<file path="src/meter_regs_consts.vh">
// Constants for the upper page-zero register bank of the meter core.
// Assumes inclusion by bare name from the register bank modules.
`ifndef METER_REGS_CONSTS_VH
`define METER_REGS_CONSTS_VH
// Register addresses (5-bit word index within a page)
`define ADDR_DIE_TEMPERATURE 5'h1B
`define ADDR_CONTROL_SETTINGS 5'h1C
`define ADDR_ACTIVE_PULSE 5'h1D
`define ADDR_APPARENT_PULSE 5'h1E
`define ADDR_REACTIVE_PULSE 5'h1F
`define ADDR_PAGE_SELECT 5'h1F
// Reset values
`define CONTROL_RESET 24'h000000
`define PAGE_RESET 7'h00
`define DATA_RESET 24'h000000
// Page holding these registers
`define PAGE_ZERO 7'h00
// Control field positions
`define CTL_PHASE_MSB 23
`define CTL_PHASE_LSB 16
`define CTL_GAIN2_BIT 12
`define CTL_STOP_BIT 8
`define CTL_GAIN1_BIT 5
`define CTL_OPEN_DRAIN_BIT 4
`define CTL_CLK_OFF_BIT 2
`define CTL_OSC_OFF_BIT 1
// Mask of implemented control bits
`define CTL_WRITE_MASK 24'hFF1136
`endif

</file>
<file path="src/result_holder.v">
// Holds one 24-bit measurement result, loaded on an update strobe.
// Assumes the producer presents a stable value with its strobe.
`timescale 1ns/1ps
`include "meter_regs_consts.vh"
module result_holder #(
  parameter WIDTH = 24
) (
  // Clock and reset
  input wire clk,
  input wire nrst,
  // Producer side
  input wire upd,
  input wire [WIDTH-1:0] din,
  // Held value
  output reg [WIDTH-1:0] dout_q
);
  // Capture a new result on each update strobe
  always @(posedge clk or negedge nrst)
  begin
    if (!nrst)
      dout_q <= {WIDTH{1'b0}};
    else if (upd)
      dout_q <= din;
  end
endmodule // result_holder

</file>
<file path="src/meter_upper_page_registers.v">
// Upper page-zero registers: temperature, control, pulse accumulators
// and page select. Assumes a serial front end that presents decoded
// word reads and writes synchronous to clk, and a measurement core that
// strobes new results in after each conversion or computation cycle.
`timescale 1ns/1ps
`include "meter_regs_consts.vh"
// Function
// - Temperature at address 27, signed 8.16
// - Temperature refreshed during continuous conversions
// - Control bits 23:16 give channel-2 phase delay
// - Bits 5 and 12 pick gain 10/50
// - Control bit 8 stops auto-boot load
// - Control bit 4 makes interrupt pin open drain
// - Control bit 2 disables processor clock output
// - Control bit 1 switches crystal oscillator off
// - Active energy at address 29 drives pulses
// - Apparent power at 30, updated per cycle
// - Read of 31 returns reactive accumulator
// - Write of 31 loads seven-bit page, reset zero
module meter_upper_page_registers #(
  parameter DW = 24,
  parameter AW = 5,
  parameter PW = 7
) (
  // Clock and reset
  input wire clk,
  input wire nrst,
  // Register access from serial front end
  input wire reg_wr,
  input wire reg_rd,
  input wire [AW-1:0] reg_addr,
  input wire [DW-1:0] reg_wdata,
  output reg [DW-1:0] reg_rdata_q,
  output reg reg_rvalid_q,
  output reg reg_hit_q,
  // Results from the measurement core
  input wire conv_running,
  input wire temp_upd,
  input wire [DW-1:0] temp_in,
  input wire cycle_upd,
  input wire [DW-1:0] active_in,
  input wire [DW-1:0] apparent_in,
  input wire [DW-1:0] reactive_in,
  // Values to the pulse generator
  output wire [DW-1:0] active_energy_pulse_accum,
  output wire [DW-1:0] apparent_energy_pulse_accum,
  output wire [DW-1:0] reactive_energy_pulse_accum,
  // Control outputs
  output wire [7:0] phase_delay_ch2,
  output wire first_current_gain_sel,
  output wire second_current_gain_sel,
  output wire boot_stop,
  output wire irq_open_drain_sel,
  output wire proc_clock_out_off,
  output wire crystal_osc_off,
  // Page selection
  output reg [PW-1:0] page_q,
  // Interrupt pin driver
  input wire irq_req,
  output wire irq_pin_o,
  output wire irq_pin_oe
);
  // Control register and its next value
  reg [DW-1:0] ctl_q;
  reg [DW-1:0] ctl_d;
  // Held results
  wire [DW-1:0] temp_q;
  wire [DW-1:0] active_q;
  wire [DW-1:0] apparent_q;
  wire [DW-1:0] reactive_q;
  // Write strobes
  wire wr_ctl;
  wire wr_page;
  // Read data next value
  reg [DW-1:0] rdata_d;
  reg hit_d;

  // Address match restricted to page zero
  function hit;
    input [AW-1:0] a;
    input [AW-1:0] target;
    input [PW-1:0] pg;
    begin
      hit = (a == target) && (pg == `PAGE_ZERO);
    end
  endfunction

  // Temperature refreshed only while conversions run
  result_holder #(.WIDTH(DW)) u_temp (
    .clk(clk),
    .nrst(nrst),
    .upd(temp_upd & conv_running),
    .din(temp_in),
    .dout_q(temp_q)
  );

  // Pulse accumulators refreshed once per computation cycle
  // Active energy accumulator
  result_holder #(.WIDTH(DW)) u_active (
    .clk(clk),
    .nrst(nrst),
    .upd(cycle_upd),
    .din(active_in),
    .dout_q(active_q)
  );

  // Apparent power accumulator
  result_holder #(.WIDTH(DW)) u_apparent (
    .clk(clk),
    .nrst(nrst),
    .upd(cycle_upd),
    .din(apparent_in),
    .dout_q(apparent_q)
  );

  // Reactive power accumulator
  result_holder #(.WIDTH(DW)) u_reactive (
    .clk(clk),
    .nrst(nrst),
    .upd(cycle_upd),
    .din(reactive_in),
    .dout_q(reactive_q)
  );

  // Write strobes; page register is write-only and reachable from any
  // page so the host can always return to page zero
  assign wr_ctl = reg_wr && hit(reg_addr, `ADDR_CONTROL_SETTINGS, page_q);
  assign wr_page = reg_wr && (reg_addr == `ADDR_PAGE_SELECT);

  // Control next value, unassigned bits forced to zero
  always @*
  begin
    ctl_d = ctl_q;
    // Writes on other pages leave control untouched
    if (wr_ctl)
      ctl_d = reg_wdata & `CTL_WRITE_MASK;
  end

  // Control and page registers
  always @(posedge clk or negedge nrst)
  begin
    if (!nrst)
    begin
      // Power-up defaults
      ctl_q <= `CONTROL_RESET;
      page_q <= `PAGE_RESET;
    end
    else
    begin
      ctl_q <= ctl_d;
      // Page loads from any page so the host can always return
      if (wr_page)
        page_q <= reg_wdata[PW-1:0];
    end
  end

  // Read multiplexer
  always @*
  begin
    rdata_d = `DATA_RESET;
    hit_d = 1'b1;
    // Other pages map nothing in this bank
    if (page_q != `PAGE_ZERO)
      hit_d = 1'b0;
    else
    begin
      // Page zero word decode
      case (reg_addr)
        `ADDR_DIE_TEMPERATURE: rdata_d = temp_q;
        `ADDR_CONTROL_SETTINGS: rdata_d = ctl_q;
        `ADDR_ACTIVE_PULSE: rdata_d = active_q;
        `ADDR_APPARENT_PULSE: rdata_d = apparent_q;
        `ADDR_REACTIVE_PULSE: rdata_d = reactive_q;
        default: hit_d = 1'b0;
      endcase
    end
  end

  // Registered read answer, one cycle after the read strobe
  always @(posedge clk or negedge nrst)
  begin
    if (!nrst)
    begin
      reg_rdata_q <= `DATA_RESET;
      reg_rvalid_q <= 1'b0;
      reg_hit_q <= 1'b0;
    end
    else
    begin
      // Valid follows every read strobe by one cycle
      reg_rvalid_q <= reg_rd;
      // Data and hit hold until the next read
      if (reg_rd)
      begin
        reg_rdata_q <= rdata_d;
        reg_hit_q <= hit_d;
      end
    end
  end

  // Accumulators to pulse generator
  assign active_energy_pulse_accum = active_q;
  assign apparent_energy_pulse_accum = apparent_q;
  assign reactive_energy_pulse_accum = reactive_q;

  // Control fields
  assign phase_delay_ch2 = ctl_q[`CTL_PHASE_MSB:`CTL_PHASE_LSB];
  // Gains: zero selects 10, one selects 50
  assign first_current_gain_sel = ctl_q[`CTL_GAIN1_BIT];
  assign second_current_gain_sel = ctl_q[`CTL_GAIN2_BIT];
  assign boot_stop = ctl_q[`CTL_STOP_BIT];
  assign irq_open_drain_sel = ctl_q[`CTL_OPEN_DRAIN_BIT];
  // Power-saving switches for clock output and oscillator
  assign proc_clock_out_off = ctl_q[`CTL_CLK_OFF_BIT];
  assign crystal_osc_off = ctl_q[`CTL_OSC_OFF_BIT];

  // Interrupt pin: push-pull drives both levels, open drain only low
  // In open drain mode the pin floats while an interrupt is pending,
  // so an external pull-up sets that level
  assign irq_pin_o = irq_open_drain_sel ? 1'b0 : irq_req;
  assign irq_pin_oe = irq_open_drain_sel ? ~irq_req : 1'b1;
endmodule // meter_upper_page_registers

</file>
<file path="config.mk">
export PLATFORM = sky130hd
export DESIGN_NAME = meter_upper_page_registers
export DESIGN_NICKNAME = d
export VERILOG_FILES = /design/src/result_holder.v /design/src/meter_upper_page_registers.v
export VERILOG_INCLUDE_DIRS = /design/src
export SDC_FILE = /design/constraint.sdc
export NUM_CORES = 1
export LEC_CHECK = 0
export ABC_AREA = 1
export BUFFER_PORTS_ARGS = -buffer_cell sky130_fd_sc_hd__buf_2
export CAP_MARGIN = 0
export CORE_UTILIZATION = 40
export CTS_CLUSTER_SIZE = 14
export DETAILED_ROUTE_END_ITERATION = 10
export PLACE_DENSITY = 0.73
export SYNTH_ARGS = -nofsm -noshare
export SYNTH_HDL_FRONTEND = slang
export SYNTH_SLANG_ARGS = --single-unit
export TNS_END_PERCENT = 30
</file>
<file path="constraint.sdc">
create_clock -name clk -period 1.2 [get_ports clk]
set_input_delay 0.3 -clock clk [delete_from_list [all_inputs] [get_ports clk]]
set_output_delay 0.3 -clock clk [all_outputs]
set_load 0.005 [all_outputs]
</file>
* Yosys cells after proc, flatten, opt, wreduce, memory -nomap -nowiden
Index checks and enable logic that the tools add are counted.
** Cells by class
- Add/sub/neg operators :: 0
- Multipliers :: 0
- Div/mod/pow operators :: 0
- Magnitude comparators :: 0
- Eq/ne operators :: 5
- Shift operators :: 0
- Muxes and demuxes :: 6
- Bitwise gates (word level) :: 2
- Reductions and logical operators :: 6
** Operators with widths (count)
- one-hot mux 24 bit (5 select lines) :: 1
- == test 5 bit (second input constant) :: 5
- two-way mux 24 bit :: 1
- logical NOT 7 bit :: 1
- nonzero test 7 bit :: 1
- OR reduction 5 bit :: 1
- two-way mux 1 bit :: 4
- logical AND 1 bit :: 3
- AND 1 bit :: 1
- inverter 1 bit :: 1
** Word-level totals
- Flip-flop bits (word level) :: 143
- Bits in latches :: 0
- Memory bits (writable) :: 0
- Memory bits (read-only) :: 0
- Bits of input ports :: 133
- Output and inout bits :: 121
- Word-level logic and storage cells :: 28
- Memories kept :: 0

* Longest topological paths before layout
Gate-level depths: netlist of run 1.
- Depth after elaboration :: 4
- Depth in mapped cells :: 8
- Gate-level depth less buffers :: 6

* By module
Synthesis of run 1 repeated with hierarchy kept, for this count alone.
** Unflattened totals
- Cells, all modules :: 796
- Area, all modules :: 6673.9 um^2
** By module, submodules not included
- result_holder :: times used 4, cells each 102, area an instance 974.7 um^2, sequential area each 600.6 um^2
- meter_upper_page_registers :: times used 1, cells each 388, area an instance 2775.2 um^2, sequential area each 1176.1 um^2

* Worst setup path before layout of run 1
OpenSTA, ideal clock, no wires.
- Path kind :: register -> register
- Start :: reg page_q[5]
- End :: reg ctl_q[17]
- Setup time :: 0.121 ns
- Arrival time :: 1.236 ns
- Data required time :: 1.079 ns
- Setup slack :: -0.157 ns
- Stages on the path, launching flop included :: 8
- Buffers on the path :: 1
- Period minus slack after synthesis :: 1.357 ns
- Cell sequence :: dfrtp_1 -> nor2_1 -> nand2_1 -> nor2_1 -> nand4_4 -> buf_6 -> nand2_1 -> o21ai_1
** On the way
- Cells in the longest elaborated chain, start to end :: 3
** Ends and longest elaborated chain
- start, declared :: line meter_upper_page_registers.v:57 : output reg [PW-1:0] page_q,
- start signal, assigned :: line meter_upper_page_registers.v:146 : page_q <= `PAGE_RESET;
- start signal, assigned :: line meter_upper_page_registers.v:153 : page_q <= reg_wdata[PW-1:0];
- logical NOT 7 bit (no line)
- logical AND 1 bit :: line meter_upper_page_registers.v:84 : hit = (a == target) && (pg == `PAGE_ZERO);
- logical AND 1 bit :: line meter_upper_page_registers.v:127 : assign wr_ctl = reg_wr && hit(reg_addr, `ADDR_CONTROL_SETTINGS, page_q);
- end signal, assigned :: line meter_upper_page_registers.v:145 : ctl_q <= `CONTROL_RESET;
- end signal, assigned :: line meter_upper_page_registers.v:150 : ctl_q <= ctl_d;
- end, declared :: line meter_upper_page_registers.v:64 : reg [DW-1:0] ctl_q;
No other way between the ends.
A chain may end at the register's enable or synchronous reset.

* Worst setup path after layout of run 1
- Start :: reg ctl_q[4]
- End :: out irq_pin_o
** On the way
- Cells in the longest elaborated chain, start to end :: 1
** Ends and longest elaborated chain
- two-way mux 1 bit :: line meter_upper_page_registers.v:220 : assign irq_pin_o = irq_open_drain_sel ? 1'b0 : irq_req;
- end, declared :: line meter_upper_page_registers.v:60 : output wire irq_pin_o,
No other way between the ends.

==> results.sh, run 1 <==
export IMPL_clkTransAtPathRegs_ns=0.06
export IMPL_syn_area_sq_mm=0.00645
export IMPL_grtUsageMet1=0.288
export IMPL_synth_top_family_by_area="simple AND/OR/NAND/NOR gates"
export IMPL_fin_crit_sh=1.14
export IMPL_grt_overflow_total=0
export IMPL_io_buffers=246
export IMPL_ys_warn_count=0
export IMPL_cts_sinks=143
export IMPL_worstHoldPathType="in -> reg"
export IMPL_busiest_layer="met2"
export IMPL_start_util=0.407
export IMPL_die_area_sq_mm=0.0166
export IMPL_setup_viol=159
export IMPL_cts_buffers=17
export IMPL_relSlewSlack=0.621
export IMPL_rows=46
export IMPL_dpl_hpwl_um=13600
export IMPL_cts_buffer_depth=2
export IMPL_antenna_found_initial=2
export IMPL_grt_pass1_wl_um=28400
export IMPL_die_w_um=129
export IMPL_ys_flop_type="dfrtp_1"
export IMPL_drt_wl_total_um=18900
export IMPL_max_slew_worst_pin_slew_ns=0.568
export IMPL_yosys_top_cells_area="dfrtp_1, mux2_2, nand3_1"
export IMPL_async_flop_share=1.00
export IMPL_final_max_slew_viol_count=0
export IMPL_grt_use_met2=0.375
export IMPL_via_per_inst=5.08
export IMPL_synth_seq_cells=143
export IMPL_drtIter0Drc=256
export IMPL_final_layout_size_suffix_gt1_frac=0.524
export IMPL_worstPathArrival_ns=1.06
export IMPL_synth_common_cells="dfrtp_1, nand3_1, nand2_1, mux2_2, inv_1"
export IMPL_detail_route_antenna_nets=0
export IMPL_post_route_min_period_ns=1.36
export IMPL_synth_compound_area_frac=0.0427
export IMPL_synthDistinctLibCells=28
export IMPL_cts_tree="built"
export IMPL_syn2layout_area_growth_pct=41.5
export IMPL_clock_latency_ns=0.42
export IMPL_ioPinCount=254
export IMPL_synth_area_mux_share=0.164
export IMPL_final_area_sq_mm=0.00913
export IMPL_endpoint_kind="output pin"
export IMPL_grt_pass1_vias=5436
export IMPL_setup_slack_ns=-0.162
export IMPL_yosysSeqAreaShare=0.555
export IMPL_place_area_sq_mm=0.00823
export IMPL_fmax_ghz=0.734
export IMPL_synth_top_area_frac=0.555
export IMPL_wire_per_inst_um=17.2
export IMPL_htree_num_levels=4
export IMPL_finalClockSkew_ns=0.00764
export IMPL_synth_area_leader_cell="dfrtp_1"
export IMPL_nNetsFinal=1004
export IMPL_cp_start_kind="flip-flop"
export IMPL_power_density_mw_per_mm2=1410
export IMPL_synth_fa_ha_area_frac=0
export IMPL_synth_cells=591
export IMPL_synth_edf_count=0
export IMPL_path_class="reg -> out"
export IMPL_cts_root_buffer="clkbuf_16"
export IMPL_grt_max_degree=43
export IMPL_first_pass_iters=5
export IMPL_rsz0062_at_grt="true"
export IMPL_power_leakage_nw=4.79
export IMPL_syn_area_per_cell_sq_um=10.9
export IMPL_violations="negative setup slack"
export IMPL_synthSimpleGateAreaFrac=0.186
export IMPL_yosysMostFrequentCell="dfrtp_1"
export IMPL_drc=0
export IMPL_hold_violations=0
export IMPL_synth_nets=724
export IMPL_ir_drop_uv=973
export IMPL_cap_violations=0
export IMPL_gr_usage_met3=0.0640
export IMPL_critPathMaxFanout=5
export IMPL_core_sq_mm=0.0158
export IMPL_status="complete, but fails checks"
export IMPL_vias=5599
export IMPL_finalWeightedCongestion=0.788
export IMPL_grt_use_total=0.229
export IMPL_finalPower_mw=12.9
export IMPL_worstPathRequired_ns=0.90
export IMPL_synth_xor_area_frac=0
export IMPL_die_y_um=129
==> metrics by stage <==
step	setup slack [ns]	TNS (ns)	hold slack, ns	utilization	instances
2_1_floorplan	-0.0507	-1.91	0.00441	-	591
3_3_place_gp	-0.176	-4.50	0.196	0.520	1057
3_5_place_dp	-0.212	-5.40	0.197	0.520	1057
4_1_cts	-0.201	-13.23	0.0447	0.568	1097
5_1_grt	-0.267	-19.77	0.0447	0.576	1100
6_report	-0.162	-11.24	0.0627	0.577	1102
==> final timing paths <==
check / startpoint / endpoint / slack (ns) / cells after the start
min reg2reg: reg_rdata_q[4]$_DFFE_PN0P_ / reg_rdata_q[4]$_DFFE_PN0P_ / 0.47 / 2
max: ctl_q[4]$_DFFE_PN0P_ / irq_pin_o / -0.16 / 2
max in group asynchronous: nrst / u_active.dout_q[23]$_DFFE_PN0P_ / 0.35 / 3
min in group asynchronous: nrst / u_reactive.dout_q[12]$_DFFE_PN0P_ / 0.35 / 2
max reg2reg: page_q[3]$_DFFE_PN0P_ / reg_rdata_q[14]$_DFFE_PN0P_ / -0.16 / 7
min: reg_rd / reg_rvalid_q$_DFF_PN0_ / 0.06 / 1
==> cell type report <==
cell class | count | area (sq um)
fillers | 1354 | 6700
flip-flops and latches | 143 | 3580
multi-input cells | 385 | 2610
repair buffers | 298 | 1940
clock buffers | 22 | 484
well taps | 216 | 270
clock inverters | 10 | 133
inverters | 26 | 97.6
diodes | 2 | 5.00
==> where the power goes <==
part           internal, mW  total [mW]  switching, mW  leakage [nW]
clock network          3.48        5.46           1.98         0.310
registers              5.26        5.58          0.322          1.76
logic                  1.04        1.86          0.821          2.72
total                  9.78        12.9           3.12          4.79
==> per-layer routing <==
metal  share of wire  wire, um  vias to the layer above
met4           0.020       372                        0
met3           0.075      1420                       30
li1                -         -                     2596
met1            0.42      7980                     2719
met5               0         0                        -
met2            0.48      9160                      254
==> cells in the final DEF (no fill, tap or decap), drive strengths merged <==
| cell | count |
|---|---|
| nand3 | 124 |
| dlygate4sd3 | 1 |
| a21oi | 4 |
| nor2 | 13 |
| o21bai | 14 |
| mux2 | 94 |
| o21ai | 24 |
| bufinv | 3 |
| nor2b | 1 |
| diode | 2 |
| clkinv | 6 |
| dfrtp | 143 |
| buf | 296 |
| clkbuf | 23 |
| nand2 | 102 |
| inv | 27 |
| nand4 | 9 |
==> worst max-delay path: stages (launching register included) <==
cell and delay (ns):
dfrtp_2 0.45, nor2_2 0.09, buf_2 0.11
==> logic make-up after synthesis <==
| group | Yosys count |
|---|---|
| buf+inv | 63 |
| simple gates | 249 |
| compound gates | 42 |
| mux | 94 |
| flops | 143 |
==> state kept, by name, indices dropped and copies added (netlist names) <==
register	cells
reg_rdata_q	24
u_active.dout_q	24
page_q	7
ctl_q	14
reg_hit_q	1
u_reactive.dout_q	24
reg_rvalid_q	1
u_apparent.dout_q	24
u_temp.dout_q	24
==> timing repair <==
action	CTS	global route
endpoints found under the setup margin	159	160
endpoints found under the hold margin	19	0
pin swaps	1	8
buffers inserted	7	1
gates cloned	0	2
hold buffers	1	0
resized for setup	18	26
No activity file was read; power rests on OpenSTA's default activity.
==> inputs of run 2 (changes only) <==
HOLD_SLACK_MARGIN = 0.05   (was unset)
SETUP_SLACK_MARGIN = 0.4   (was unset)
==> run 2 against run 1 <==
Compared with the run above: worst setup slack improved by 0.032 ns; combinational power increased by 4%; utilization increased by 0.36 points; power decreased by 1.9%; largest cell class unchanged; cell count increased by 0.82%; critical path type unchanged; the flow finishes with violations (negative hold slack, negative setup slack); clock power decreased by 5.7%.
==> results.sh, run 2 (same netlist as run 1, synthesis figures left out) <==
export IMPL_slowest_delay_ns=0.39
export IMPL_max_slew_worst_pin_slew_ns=0.482
export IMPL_violations="negative hold slack, negative setup slack"
export IMPL_reg2reg_slack_ns=-0.11
export IMPL_antenna_found_initial=1
export IMPL_ir_drop_uv=978
export IMPL_grt_pass1_vias=5417
export IMPL_power_frac_seq=0.440
export IMPL_die_w_um=129
export IMPL_status="complete, but fails checks"
export IMPL_clkTransAtPathRegs_ns=0.06
export IMPL_cts_buffer_depth=2
export IMPL_drtIter0Drc=270
export IMPL_wl_met3_um=1260
export IMPL_path_class="reg -> out"
export IMPL_die_area_sq_mm=0.0166
export IMPL_rsz0062_at_grt="true"
export IMPL_grt_overflow_total=0
export IMPL_first_pass_iters=4
export IMPL_grt_use_total=0.224
export IMPL_crit_slowest_cell="dfrtp_1"
export IMPL_fin_crit_sh=1.11
export IMPL_finalWeightedCongestion=0.808
export IMPL_final_common_cell="buf_2"
export IMPL_wl_met1_um=7480
export IMPL_internal_power_mw=9.47
export IMPL_critPathMaxFanout=2
export IMPL_cts_buffers=17
export IMPL_worstHoldPathType="in -> async"
export IMPL_endpoint_kind="output pin"
export IMPL_cap_violations=0
export IMPL_holdWs_ns=-0.221
export IMPL_cts_tree="built"
export IMPL_place_area_sq_mm=0.00829
export IMPL_via_per_inst=5.04
export IMPL_ioPinCount=254
export IMPL_dp_cells=1053
export IMPL_wire_per_inst_um=16.6
export IMPL_nNetsFinal=1014
export IMPL_combPwrFrac=0.153
export IMPL_io_buffers=246
export IMPL_cpLargestDelayFamily="flip-flops"
export IMPL_mostFrequentLayoutCells="buf_2, dfrtp_1, nand3_1"
export IMPL_final_max_slew_viol_count=0
export IMPL_rows=46
export IMPL_relSlewSlack=0.678
export IMPL_top_layer="met4"
export IMPL_power_density_mw_per_mm2=1380
export IMPL_dp_slack_ns=-0.229
export IMPL_setup_viol=158
export IMPL_worstPathArrival_ns=1.03
export IMPL_swShare=0.252
export IMPL_drc=0
export IMPL_vias=5596
export IMPL_syn2layout_area_growth_pct=42.4
export IMPL_cts_root_buffer="clkbuf_16"
export IMPL_layout_cells_non_filler=1111
export IMPL_worstPathRequired_ns=0.90
export IMPL_dpl_hpwl_um=13600
export IMPL_grt_pass1_wl_um=28000
export IMPL_power_frac_clock=0.407
export IMPL_holdBufCountCts=1
export IMPL_hold_violations=25
export IMPL_fmax_ghz=0.752
export IMPL_cp_start_kind="flip-flop"
export IMPL_crit_path_cell_trace="buf_6 -> buf_6"
export IMPL_path_buf_inv=2
export IMPL_drt_wl_total_um=18400
export IMPL_finalPower_mw=12.7
export IMPL_setup_slack_ns=-0.130
export IMPL_p_switching_mw=3.19
export IMPL_detail_route_antenna_nets=0
export IMPL_final_layout_size_suffix_gt1_frac=0.515
export IMPL_cts_sinks=143
export IMPL_crit_top_cell="buf_6"
export IMPL_wl_met2_um=9300
export IMPL_power_leakage_nw=4.81
export IMPL_finalClockSkew_ns=0.00549
export IMPL_grt_max_degree=33
export IMPL_die_y_um=129
export IMPL_clock_latency_ns=0.41
export IMPL_start_util=0.407
export IMPL_final_area_sq_mm=0.00918
export IMPL_final_util=0.580
export IMPL_post_route_min_period_ns=1.33
export IMPL_htree_num_levels=4
export IMPL_core_sq_mm=0.0158
export IMPL_fill_cells=1326
==> run 2: cell count changes in the layout (fill, tap and decap cells not counted), sizes merged <==
cell      before  now
clkbuf        23   18
clkinvlp       0    6
bufinv         3    2
clkinv         6    5
diode          2    1
buf          296  307
==> run 2: path summary, 6_finish.rpt <==
| check | from | cells after the start | to |
|---|---|---|---|
| max in group asynchronous | nrst | 2 | u_temp.dout_q[4]$_DFFE_PN0P_ |
| min in group clk | reg_wdata[0] | 3 | page_q[0]$_DFFE_PN0P_ |
| worst min-delay path | nrst | 1 | u_reactive.dout_q[15]$_DFFE_PN0P_ |
| worst min register to register | reg_hit_q$_DFFE_PN0P_ | 2 | reg_hit_q$_DFFE_PN0P_ |
| worst max register to register | page_q[3]$_DFFE_PN0P_ | 7 | reg_rdata_q[5]$_DFFE_PN0P_ |
| worst max-delay path | page_q[0]$_DFFE_PN0P_ | 2 | page_q[0] |
==> run 2: layout make-up <==
| class | instances | area, sq um | share of cell area |
|---|---|---|---|
| antenna | 1 | 2.50 | 0.000273 |
| timing repair buffer | 308 | 2040 | 0.222 |
| inverter | 26 | 97.6 | 0.0106 |
| clock buffer | 18 | 439 | 0.0478 |
| clock inverter | 14 | 143 | 0.0155 |
| tap | 216 | 270 | 0.0294 |
| sequential | 143 | 3580 | 0.390 |
| multi-input combinational | 385 | 2610 | 0.284 |
==> run 2: through the flow <==
stage | TNS, ns | hold WS, ns
floorplan | -0.426 | 0.00441
global placement | -5.26 | 0.218
detailed placement | -6.30 | 0.216
CTS | -12.74 | -0.228
global route | -17.22 | -0.222
finish | -8.75 | -0.221
==> run 2: power groups by stage <==
stage	Sequential [mW]	Clock [mW]	Combinational, mW
final	5.56	5.15	1.94
after global routing	5.61	5.46	2.13
after CTS	5.57	5.28	1.89
after detailed placement	5.67	0	1.72
after global placement	5.65	0	1.69
after floorplan	5.62	0	0.761
==> run 2: per-layer routing <==
metal | track usage | vias to the layer above
li1 | - | 2623
met1 | 0.264 | 2723
met2 | 0.389 | 221
met3 | 0.0632 | 29
met4 | 0.0782 | 0
met5 | 0 | -
==> run 2: timing repair <==
| item | 4_1_cts | 5_1_grt |
|---|---|---|
| buffers inserted | 11 | 13 |
| endpoints found under the setup margin | 174 | 195 |
| pin swaps | 5 | 3 |
| endpoints found under the hold margin | 26 | 25 |
| resized for setup | 17 | 7 |
